**config.mk**
```make
export PLATFORM = sky130hd
export DESIGN_NAME = ief_ctrl
export DESIGN_NICKNAME = d
export VERILOG_FILES = /design/src/design/ief_pkg.sv /design/src/design/ief_ctrl.sv /design/src/design/ief_flag_bank.sv /design/src/design/ief_top_code.sv
export SDC_FILE = /design/constraint.sdc
export NUM_CORES = 1
export LEC_CHECK = 0
export BUFFER_PORTS_ARGS = -buffer_cell sky130_fd_sc_hd__buf_4
export CAP_MARGIN = 20
export CORE_MARGIN = 2
export CORE_UTILIZATION = 40
export CTS_CLUSTER_SIZE = 16
export DETAILED_ROUTE_END_ITERATION = 16
export SLEW_MARGIN = 20
export SYNTH_ARGS = -nofsm -noshare
export SYNTH_HDL_FRONTEND = slang
export SYNTH_SLANG_ARGS = --single-unit
```
**constraint.sdc**
```tcl
create_clock -name pclk -period 2 [get_ports pclk]
set_clock_uncertainty 0.15 [all_clocks]
set_input_delay 0 -clock pclk [delete_from_list [all_inputs] [get_ports pclk]]
set_output_delay 0 -clock pclk [all_outputs]
set_load 0.02 [all_outputs]
```
**src/design/ief_pkg.sv**
```systemverilog
// Package: register map, reset values and carrier types of the flag controller
package ief_pkg;

  // Source counts
  localparam int unsigned IEF_NUM_INT   = 24;
  localparam int unsigned IEF_NUM_EVT   = 8;
  localparam int unsigned IEF_LVL_W     = 8;
  localparam int unsigned IEF_EVT_LVL_W = 4;

  // Byte addresses of the registers
  localparam logic [7:0] IEF_OFF_INT_FLAGS_HIGH = 8'h00;
  localparam logic [7:0] IEF_OFF_INT_FLAGS_MID  = 8'h04;
  localparam logic [7:0] IEF_OFF_INT_FLAGS_LOW  = 8'h08;
  localparam logic [7:0] IEF_OFF_INT_EN_HIGH    = 8'h0C;
  localparam logic [7:0] IEF_OFF_INT_EN_MID     = 8'h10;
  localparam logic [7:0] IEF_OFF_INT_EN_LOW     = 8'h14;
  localparam logic [7:0] IEF_OFF_INT_TOP_CODE   = 8'h18;
  localparam logic [7:0] IEF_OFF_INT_SUMMARY    = 8'h1C;
  localparam logic [7:0] IEF_OFF_EVT_FLAGS      = 8'h20;
  localparam logic [7:0] IEF_OFF_EVT_ENABLE     = 8'h24;
  localparam logic [7:0] IEF_OFF_EVT_TOP_CODE   = 8'h28;
  localparam logic [7:0] IEF_OFF_EVT_SUMMARY    = 8'h2C;

  // Values after reset
  localparam logic [7:0]  IEF_CODE_NONE = 8'hFF;
  localparam logic [23:0] IEF_INT_EN_RST = 24'h000000;
  localparam logic [7:0]  IEF_EVT_EN_RST = 8'h00;

  // Level lines towards the processor core
  typedef struct packed {
    logic core_interrupt_input_a;
    logic core_interrupt_input_b;
    logic core_interrupt_input_c;
    logic core_event_input_a;
    logic core_event_input_b;
  } ief_core_lvl_s;

  // Complete state of the top module
  typedef struct packed {
    logic [23:0]   int_en;
    logic [7:0]    evt_en;
    logic [7:0]    int_code;
    logic [7:0]    evt_code;
    logic [2:0]    int_sum;
    logic [1:0]    evt_sum;
    ief_core_lvl_s lvl;
    logic [31:0]   prdata;
    logic          pready;
    logic          pslverr;
  } ief_top_st_s;

endpackage

```
**src/design/ief_ctrl.sv**
```systemverilog
// Interrupt and event flag controller with APB register access
// What this block does
// - 24 interrupt flags: high holds 23..16, mid 15..8, low 7..0.
// - Flag bits read their state; writing one clears that flag alone.
// - Reset clears every interrupt flag.
// - Per-level enable registers, same bit as flag, one enables, reset zero.
// - Interrupt code register gives highest pending source, resets to all ones.
// - Interrupt summary: bit 2 high, bit 1 mid, bit 0 low; rest zero.
// - Eight event sources: four high level, four low level.
// - Each event level drives one core event input.
// - Event request stays latched after its source goes inactive.
// - Event flag sets only on enabled rising edge of its source.
// - Writing one clears an event flag; writing zero leaves it.
// - Reset clears every event flag.
// - Event code register gives highest set event, all ones when none.
// - Event code and summary follow latched flags, not raw sources.
// - Interrupt flag sets only on enabled rising edge of its source.
// - Interrupt code register reads all ones when no flag set.
// - Each interrupt level drives one core interrupt input.
// - Event summary: bit 1 any high event, bit 0 any low event.
//
// Decided for this implementation: the address map and the APB register port.
`timescale 1ns/100ps
`default_nettype none
module ief_ctrl #(
  parameter int unsigned NUM_INT = ief_pkg::IEF_NUM_INT,
  parameter int unsigned NUM_EVT = ief_pkg::IEF_NUM_EVT
) (
  // Clock and reset
  input  wire logic                  pclk,
  input  wire logic                  presetn,
  // APB slave
  input  wire logic                  psel,
  input  wire logic                  penable,
  input  wire logic                  pwrite,
  input  wire logic [7:0]            paddr,
  input  wire logic [31:0]           pwdata,
  output logic      [31:0]           prdata,
  output logic                       pready,
  output logic                       pslverr,
  // Request lines from peripherals
  input  wire logic [NUM_INT-1:0]    int_src,
  input  wire logic [NUM_EVT-1:0]    evt_src,
  // Level lines to the processor core
  output ief_pkg::ief_core_lvl_s     core_lvl
);
  ief_pkg::ief_top_st_s st_q;
  ief_pkg::ief_top_st_s st_d;

  logic [NUM_INT-1:0] int_flags;
  logic [NUM_EVT-1:0] evt_flags;
  logic [NUM_INT-1:0] int_clr;
  logic [NUM_EVT-1:0] evt_clr;
  logic [7:0]         int_code_w;
  logic [7:0]         evt_code_w;
  logic               access;
  logic               fire;
  logic               wr_fire;

  // Word read of a register; unmapped addresses flag an error
  function automatic logic [32:0] read_word(
    input logic [7:0]           addr,
    input ief_pkg::ief_top_st_s s,
    input logic [23:0]          iflg,
    input logic [7:0]           eflg
  );
    logic [32:0] r;
    r = 33'h000000000;
    case (addr)
      ief_pkg::IEF_OFF_INT_FLAGS_HIGH: r[7:0] = iflg[23:16];
      ief_pkg::IEF_OFF_INT_FLAGS_MID:  r[7:0] = iflg[15:8];
      ief_pkg::IEF_OFF_INT_FLAGS_LOW:  r[7:0] = iflg[7:0];
      ief_pkg::IEF_OFF_INT_EN_HIGH:    r[7:0] = s.int_en[23:16];
      ief_pkg::IEF_OFF_INT_EN_MID:     r[7:0] = s.int_en[15:8];
      ief_pkg::IEF_OFF_INT_EN_LOW:     r[7:0] = s.int_en[7:0];
      ief_pkg::IEF_OFF_INT_TOP_CODE:   r[7:0] = s.int_code;
      ief_pkg::IEF_OFF_INT_SUMMARY:    r[2:0] = s.int_sum;
      ief_pkg::IEF_OFF_EVT_FLAGS:      r[7:0] = eflg;
      ief_pkg::IEF_OFF_EVT_ENABLE:     r[7:0] = s.evt_en;
      ief_pkg::IEF_OFF_EVT_TOP_CODE:   r[7:0] = s.evt_code;
      ief_pkg::IEF_OFF_EVT_SUMMARY:    r[1:0] = s.evt_sum;
      default:                         r[32] = 1'b1;
    endcase
    return r;
  endfunction

  // Edge capture and flag storage
  ief_flag_bank #(
    .WIDTH (NUM_INT)
  ) u_int_bank (
    .pclk    (pclk),
    .presetn (presetn),
    .src     (int_src),
    .enable  (st_q.int_en),
    .clear   (int_clr),
    .flags   (int_flags)
  );

  ief_flag_bank #(
    .WIDTH (NUM_EVT)
  ) u_evt_bank (
    .pclk    (pclk),
    .presetn (presetn),
    .src     (evt_src),
    .enable  (st_q.evt_en),
    .clear   (evt_clr),
    .flags   (evt_flags)
  );

  // Codes come from latched flags so a clear also moves the code
  ief_top_code #(
    .WIDTH (NUM_INT)
  ) u_int_code (
    .flags (int_flags),
    .code  (int_code_w)
  );

  ief_top_code #(
    .WIDTH (NUM_EVT)
  ) u_evt_code (
    .flags (evt_flags),
    .code  (evt_code_w)
  );

  // One wait state lets prdata come straight from a flip-flop
  assign access  = psel & penable;
  assign fire    = access & st_q.pready;
  assign wr_fire = fire & pwrite;

  always_comb begin
    logic [32:0] rd;
    rd      = read_word(paddr, st_q, int_flags, evt_flags);
    st_d    = st_q;
    int_clr = '0;
    evt_clr = '0;

    // Bus handshake
    st_d.pready = access & ~st_q.pready;
    if (access & ~st_q.pready) begin
      st_d.prdata  = pwrite ? 32'h00000000 : rd[31:0];
      st_d.pslverr = rd[32];
    end else if (fire) begin
      st_d.pslverr = 1'b0;
    end

    // Writes land at the completing edge only
    if (wr_fire) begin
      case (paddr)
        ief_pkg::IEF_OFF_INT_FLAGS_HIGH: begin
          int_clr[23:16] = pwdata[7:0];
        end
        ief_pkg::IEF_OFF_INT_FLAGS_MID: begin
          int_clr[15:8] = pwdata[7:0];
        end
        ief_pkg::IEF_OFF_INT_FLAGS_LOW: begin
          int_clr[7:0] = pwdata[7:0];
        end
        ief_pkg::IEF_OFF_INT_EN_HIGH: begin
          st_d.int_en[23:16] = pwdata[7:0];
        end
        ief_pkg::IEF_OFF_INT_EN_MID: begin
          st_d.int_en[15:8] = pwdata[7:0];
        end
        ief_pkg::IEF_OFF_INT_EN_LOW: begin
          st_d.int_en[7:0] = pwdata[7:0];
        end
        ief_pkg::IEF_OFF_EVT_FLAGS: begin
          evt_clr = pwdata[7:0];
        end
        ief_pkg::IEF_OFF_EVT_ENABLE: begin
          st_d.evt_en = pwdata[7:0];
        end
        // Read-only and unmapped words ignore writes
        default: begin
          st_d.evt_en = st_q.evt_en;
        end
      endcase
    end

    // Codes, summaries and level lines
    st_d.int_code = int_code_w;
    st_d.evt_code = evt_code_w;
    st_d.int_sum  = {|int_flags[23:16], |int_flags[15:8], |int_flags[7:0]};
    st_d.evt_sum  = {|evt_flags[7:4], |evt_flags[3:0]};
    st_d.lvl.core_interrupt_input_a = st_d.int_sum[2];
    st_d.lvl.core_interrupt_input_b = st_d.int_sum[1];
    st_d.lvl.core_interrupt_input_c = st_d.int_sum[0];
    st_d.lvl.core_event_input_a     = st_d.evt_sum[1];
    st_d.lvl.core_event_input_b     = st_d.evt_sum[0];
  end

  always_ff @(posedge pclk or negedge presetn) begin
    if (!presetn) begin
      st_q          <= '0;
      st_q.int_en   <= ief_pkg::IEF_INT_EN_RST;
      st_q.evt_en   <= ief_pkg::IEF_EVT_EN_RST;
      st_q.int_code <= ief_pkg::IEF_CODE_NONE;
      st_q.evt_code <= ief_pkg::IEF_CODE_NONE;
    end else begin
      st_q <= st_d;
    end
  end

  assign prdata   = st_q.prdata;
  assign pready   = st_q.pready;
  assign pslverr  = st_q.pslverr;
  assign core_lvl = st_q.lvl;
endmodule // ief_ctrl
`default_nettype wire

```
**src/design/ief_flag_bank.sv**
```systemverilog
// Flag bank: source synchroniser, rising edge detect and write-one-to-clear flags
`timescale 1ns/100ps
`default_nettype none
module ief_flag_bank #(
  parameter int unsigned WIDTH = 8
) (
  // Clock and reset
  input  wire logic             pclk,
  input  wire logic             presetn,
  // Sources and control
  input  wire logic [WIDTH-1:0] src,
  input  wire logic [WIDTH-1:0] enable,
  input  wire logic [WIDTH-1:0] clear,
  // Latched flags
  output logic      [WIDTH-1:0] flags
);
  typedef struct packed {
    logic [WIDTH-1:0] meta;
    logic [WIDTH-1:0] sync;
    logic [WIDTH-1:0] last;
    logic [WIDTH-1:0] flags;
  } ief_bank_st_s;

  ief_bank_st_s     st_q;
  ief_bank_st_s     st_d;
  logic [WIDTH-1:0] set;

  always_comb begin
    st_d      = st_q;
    st_d.meta = src;
    st_d.sync = st_q.meta;
    st_d.last = st_q.sync;
    set       = st_q.sync & ~st_q.last & enable;
    // Set beats a clear in the same cycle so no edge is lost
    st_d.flags = (st_q.flags & ~clear) | set;
  end

  always_ff @(posedge pclk or negedge presetn) begin
    if (!presetn) begin
      st_q <= '0;
    end else begin
      st_q <= st_d;
    end
  end

  assign flags = st_q.flags;
endmodule // ief_flag_bank
`default_nettype wire

```
**src/design/ief_top_code.sv**
```systemverilog
// Highest pending source number, all ones when nothing is pending
`timescale 1ns/100ps
`default_nettype none
module ief_top_code #(
  parameter int unsigned WIDTH = 8
) (
  // Latched flags
  input  wire logic [WIDTH-1:0] flags,
  // Source number
  output logic      [7:0]       code
);
  // Later hits overwrite earlier ones, so the largest number wins
  always_comb begin
    code = ief_pkg::IEF_CODE_NONE;
    for (int i = 0; i < WIDTH; i++) begin
      if (flags[i]) begin
        code = 8'(i);
      end
    end
  end

endmodule // ief_top_code
`default_nettype wire

```
==> out/qor.csv <==
stage;metric;value;unit
outcome;status;complete, no violations;
timing;Worst Tran Pin Value;556;ps
global_routing;first-pass GRT wire length;29800;um
logic_synthesis;syn avg cell area;12.4;sq um
clock_tree;Setup Buffers After CTS;0;
logic_synthesis;Yosys top cell area share;0.601;
route;DRC Markers;0;
logic_synthesis;Post-synth EDFFs;0;
floorplanning;Die Area;19300;sq um
clock_tree;clk slew on worst S/H paths;60;ps
global_routing;initial antenna violation count;0;
route;Antenna Nets Post-Route;0;
logic_synthesis;synthesized flop and latch total;185;
route;Vias/cell;5.24;
power_and_ir_drop;Flop pwr share;0.525;
clock_tree;CTS Buffer Depth;2;
timing;setup violators final;0;
setup_path;CP arrival;2060;ps
clock_tree;CTS tree;done;
route;Starting DRT DRC Count;287;
cells_and_area;share of cells above drive strength 1;0.246;
timing;max-slew violations;0;
logic_synthesis;Synth area leaders;dfrtp_1 60%, o21ai_0 4.8%, buf_4 4.3%, dfstp_2 3.6%, nand2_1 3.6%;
cells_and_area;commonest cells after routing, fill and taps aside;175 x dfrtp_1, 84 x buf_4, 70 x o21ai_0;
power_and_ir_drop;internal power;5.69;mW
setup_path;R2R cell count;3;
worst_hold_path;hold-critical path endpoint;u_int_bank.st_d[69];
logic_synthesis;Most used DFF post-synth;dfrtp_1;
logic_synthesis;Mapped Cells;587;
clock_tree;root buf cell;clkbuf_16;
cells_and_area;diode count;0;
floorplanning;Placeable Area;17900;sq um
floorplanning;io pins;116;
place;Cell Area, Placed;8010;sq um
power_and_ir_drop;clock share of power;0.413;
global_routing;Remaining Overflow, GRT;0;
clock_tree;Clock H-tree levels;4;
power_and_ir_drop;Lkg Pwr;3.84;nW
logic_synthesis;register area share after synthesis;0.637;
place;GPL Wtd Cong;0.889;
timing;RSZ-0062 raised after global routing;false;
setup_path;crit start category;input port;
worst_hold_path;hold path cells;2;
route;Post-Route WL;18700;um
route;routed via count;5043;
power_and_ir_drop;sw frac;0.233;
setup_path;Critical Path RT;2170;ps
place;dpl hpwl;13400;um
timing;Worst slew margin;0.626;
global_routing;largest net degree at the start of global routing;68;
clock_tree;CTS sink count;185;
logic_synthesis;main combinational cell family by area after synthesis;compound AO/OA/AOI/OAI gates;
floorplanning;Std-Cell Rows;49;
logic_synthesis;Synth Area in Adders;0;
setup_path;register-to-register path setup slack;170;ps
route;Pre-Repair DR Iteration Count;5;
global_routing;overall global routing resource usage;0.205;
logic_synthesis;dominant cell type by area after synthesis;dfrtp_1;
power_and_ir_drop;Tot Pwr;7.42;mW
setup_path;Reg-to-Reg Start;u_int_bank.flags[16];
timing;Worst Hold Margin;59.3;ps
setup_path;Reg-to-Reg End;st_q[58];
logic_synthesis;post-synthesis cell area;7290;sq um
power_and_ir_drop;Comb pwr share;0.063;
power_and_ir_drop;worst vdd ir;597;uV
place;Cells after DPL;877;
cells_and_area;fin cells;962;
floorplanning;die width;139;um
clock_tree;latest clock arrival within the worst-skew pair;440;ps
worst_hold_path;Worst Hold Class;input port to flop;
power_and_ir_drop;Sw Pwr;1.73;mW
cells_and_area;synthesis-to-layout area growth;24.7;%
cells_and_area;most common cell after layout, fill and taps aside;dfrtp_1;
timing;FMAX;0.528;GHz
timing;Tcrit/Tclk final;0.948;
clock_tree;CTS buffer count;17;
logic_synthesis;Post-synth ARST share;1.00;
logic_synthesis;multiplexer area fraction after synthesis;0.0680;
logic_synthesis;post-synth cell types;64;
route;drt wl/cell;19.4;um
logic_synthesis;XOR/XNOR Fraction of Synth Area;0;
job;max-capacitance violation count;0;
logic_synthesis;Yosys warning total;0;
setup_path;kind of critical path;input port to flop;
timing;minimum clock period;1900;ps
global_routing;vias in the first global route;5138;
timing;final hold vios;0;
power_and_ir_drop;Pwr per Cell Area;817;nW/um^2
setup_path;CP max FO;9;
cells_and_area;Final Net Count;797;
logic_synthesis;Simple-Gate Fraction of Synth Area;0.118;
worst_hold_path;hold_sp;int_src[21];
logic_synthesis;Synth Area in Compound Gates;0.118;
timing;Final TNS setup;0;ps
floorplanning;Die Ht;139;um
cells_and_area;Non-Filler Cell Area, Final;9080;sq um
place;port bufs;67;
setup_path;critical path endpoint category;flop;
floorplanning;Starting Density;0.407;
## what timing repair did
action	in CTS	in global routing
endpoints found under the hold margin	281	0
setup endpoints to repair	0	2
hold buffers	53	0
gates resized for setup	0	1
## critical path, stage by stage
cell and delay, ps:
dlygate4sd3_1 540, buf_4 180, nor4_2 350, buf_4 250, and3_1 220, buf_12 170, mux2_2 350
## per-stage QoR
| stage | util | setup slack [ps] |
|---|---|---|
| after floorplan | - | 178 |
| after global placement | 0.447 | 233 |
| after detailed placement | 0.447 | 176 |
| after CTS | 0.507 | 85.2 |
| after global routing | 0.507 | 15.9 |
| final | 0.507 | 105 |
## Yosys cell counts (all sizes together) (2+ instances only)
cell / count
a22oi: 13
a32o: 3
dfrtp: 175
a21oi: 18
nor4: 6
a22o: 4
nor3: 4
a221o: 3
o21ai: 75
nor2: 35
or2: 2
nand4: 2
o22ai: 3
mux2i: 6
a31oi: 3
o21bai: 2
o31ai: 2
nand3: 14
inv: 8
nand2: 71
o2bb2ai: 2
and2: 3
nor4b: 4
mux2: 34
nand2b: 2
dfstp: 10
a2111oi: 2
nand3b: 6
nor2b: 2
buf: 51
or4: 4
## registers in the layout, indices dropped and copies added, names as in the netlist
name and cells:
u_int_bank.flags 24, u_evt_bank.flags 8, u_evt_bank.st_d 16, pslverr 1
u_int_bank.st_q 24, u_evt_bank.st_q 8, pready 1, st_q 47
u_int_bank.st_d 48, prdata 8
## cell families (layout without fill, tap and decap cells)
| family | count (synthesis) | in the layout |
|---|---|---|
| DFF | 185 | 185 |
| other | 1 | 24 |
| AOI/OAI and AO/OA | 140 | 140 |
| buffers and inverters | 60 | 183 |
| muxes | 41 | 41 |
| and+or+nand+nor | 160 | 160 |
## power groups by stage
stage	Clock (mW)	Combinational, mW	Sequential [mW]
2_1_floorplan	0	0.181	3.95
3_3_place_gp	0	0.384	3.96
3_5_place_dp	0	0.388	3.96
4_1_cts	3.16	0.472	3.89
5_1_grt	3.31	0.512	3.90
6_report	3.06	0.466	3.89
## area by class of cell
cell class / count / area [sq um]
clock buffers: 20 / 447
inverters: 8 / 30.0
clock inverters: 12 / 93.8
flip-flops and latches: 185 / 4640
multi-input cells: 365 / 2310
fillers: 1595 / 8820
well taps: 229 / 287
repair buffers: 143 / 1270
## how the worst max path moves through the flow
stage	from	end	slack [ps]	depth (start not counted)
2_1_floorplan	pready	st_q[70]	180	5
3_3_place_gp	u_int_bank.flags[13]	st_q[52]	230	5
3_5_place_dp	paddr[1]	u_int_bank.flags[18]	180	6
4_1_cts	paddr[1]	u_int_bank.flags[18]	90	7
5_1_grt	paddr[4]	prdata[7]	20	8
6_report	paddr[1]	st_q[76]	100	7
## per-layer routing
metal / wire (um) / up-vias / GRT usage
met1: 8640 / 2538 / 0.289
met3: 1080 / 37 / 0.0490
met5: 0 / - / 0
met2: 8440 / 179 / 0.304
met4: 533 / 0 / 0.0867
li1: - / 2289 / -
Note: power is estimated with default switching activity, not from simulation.
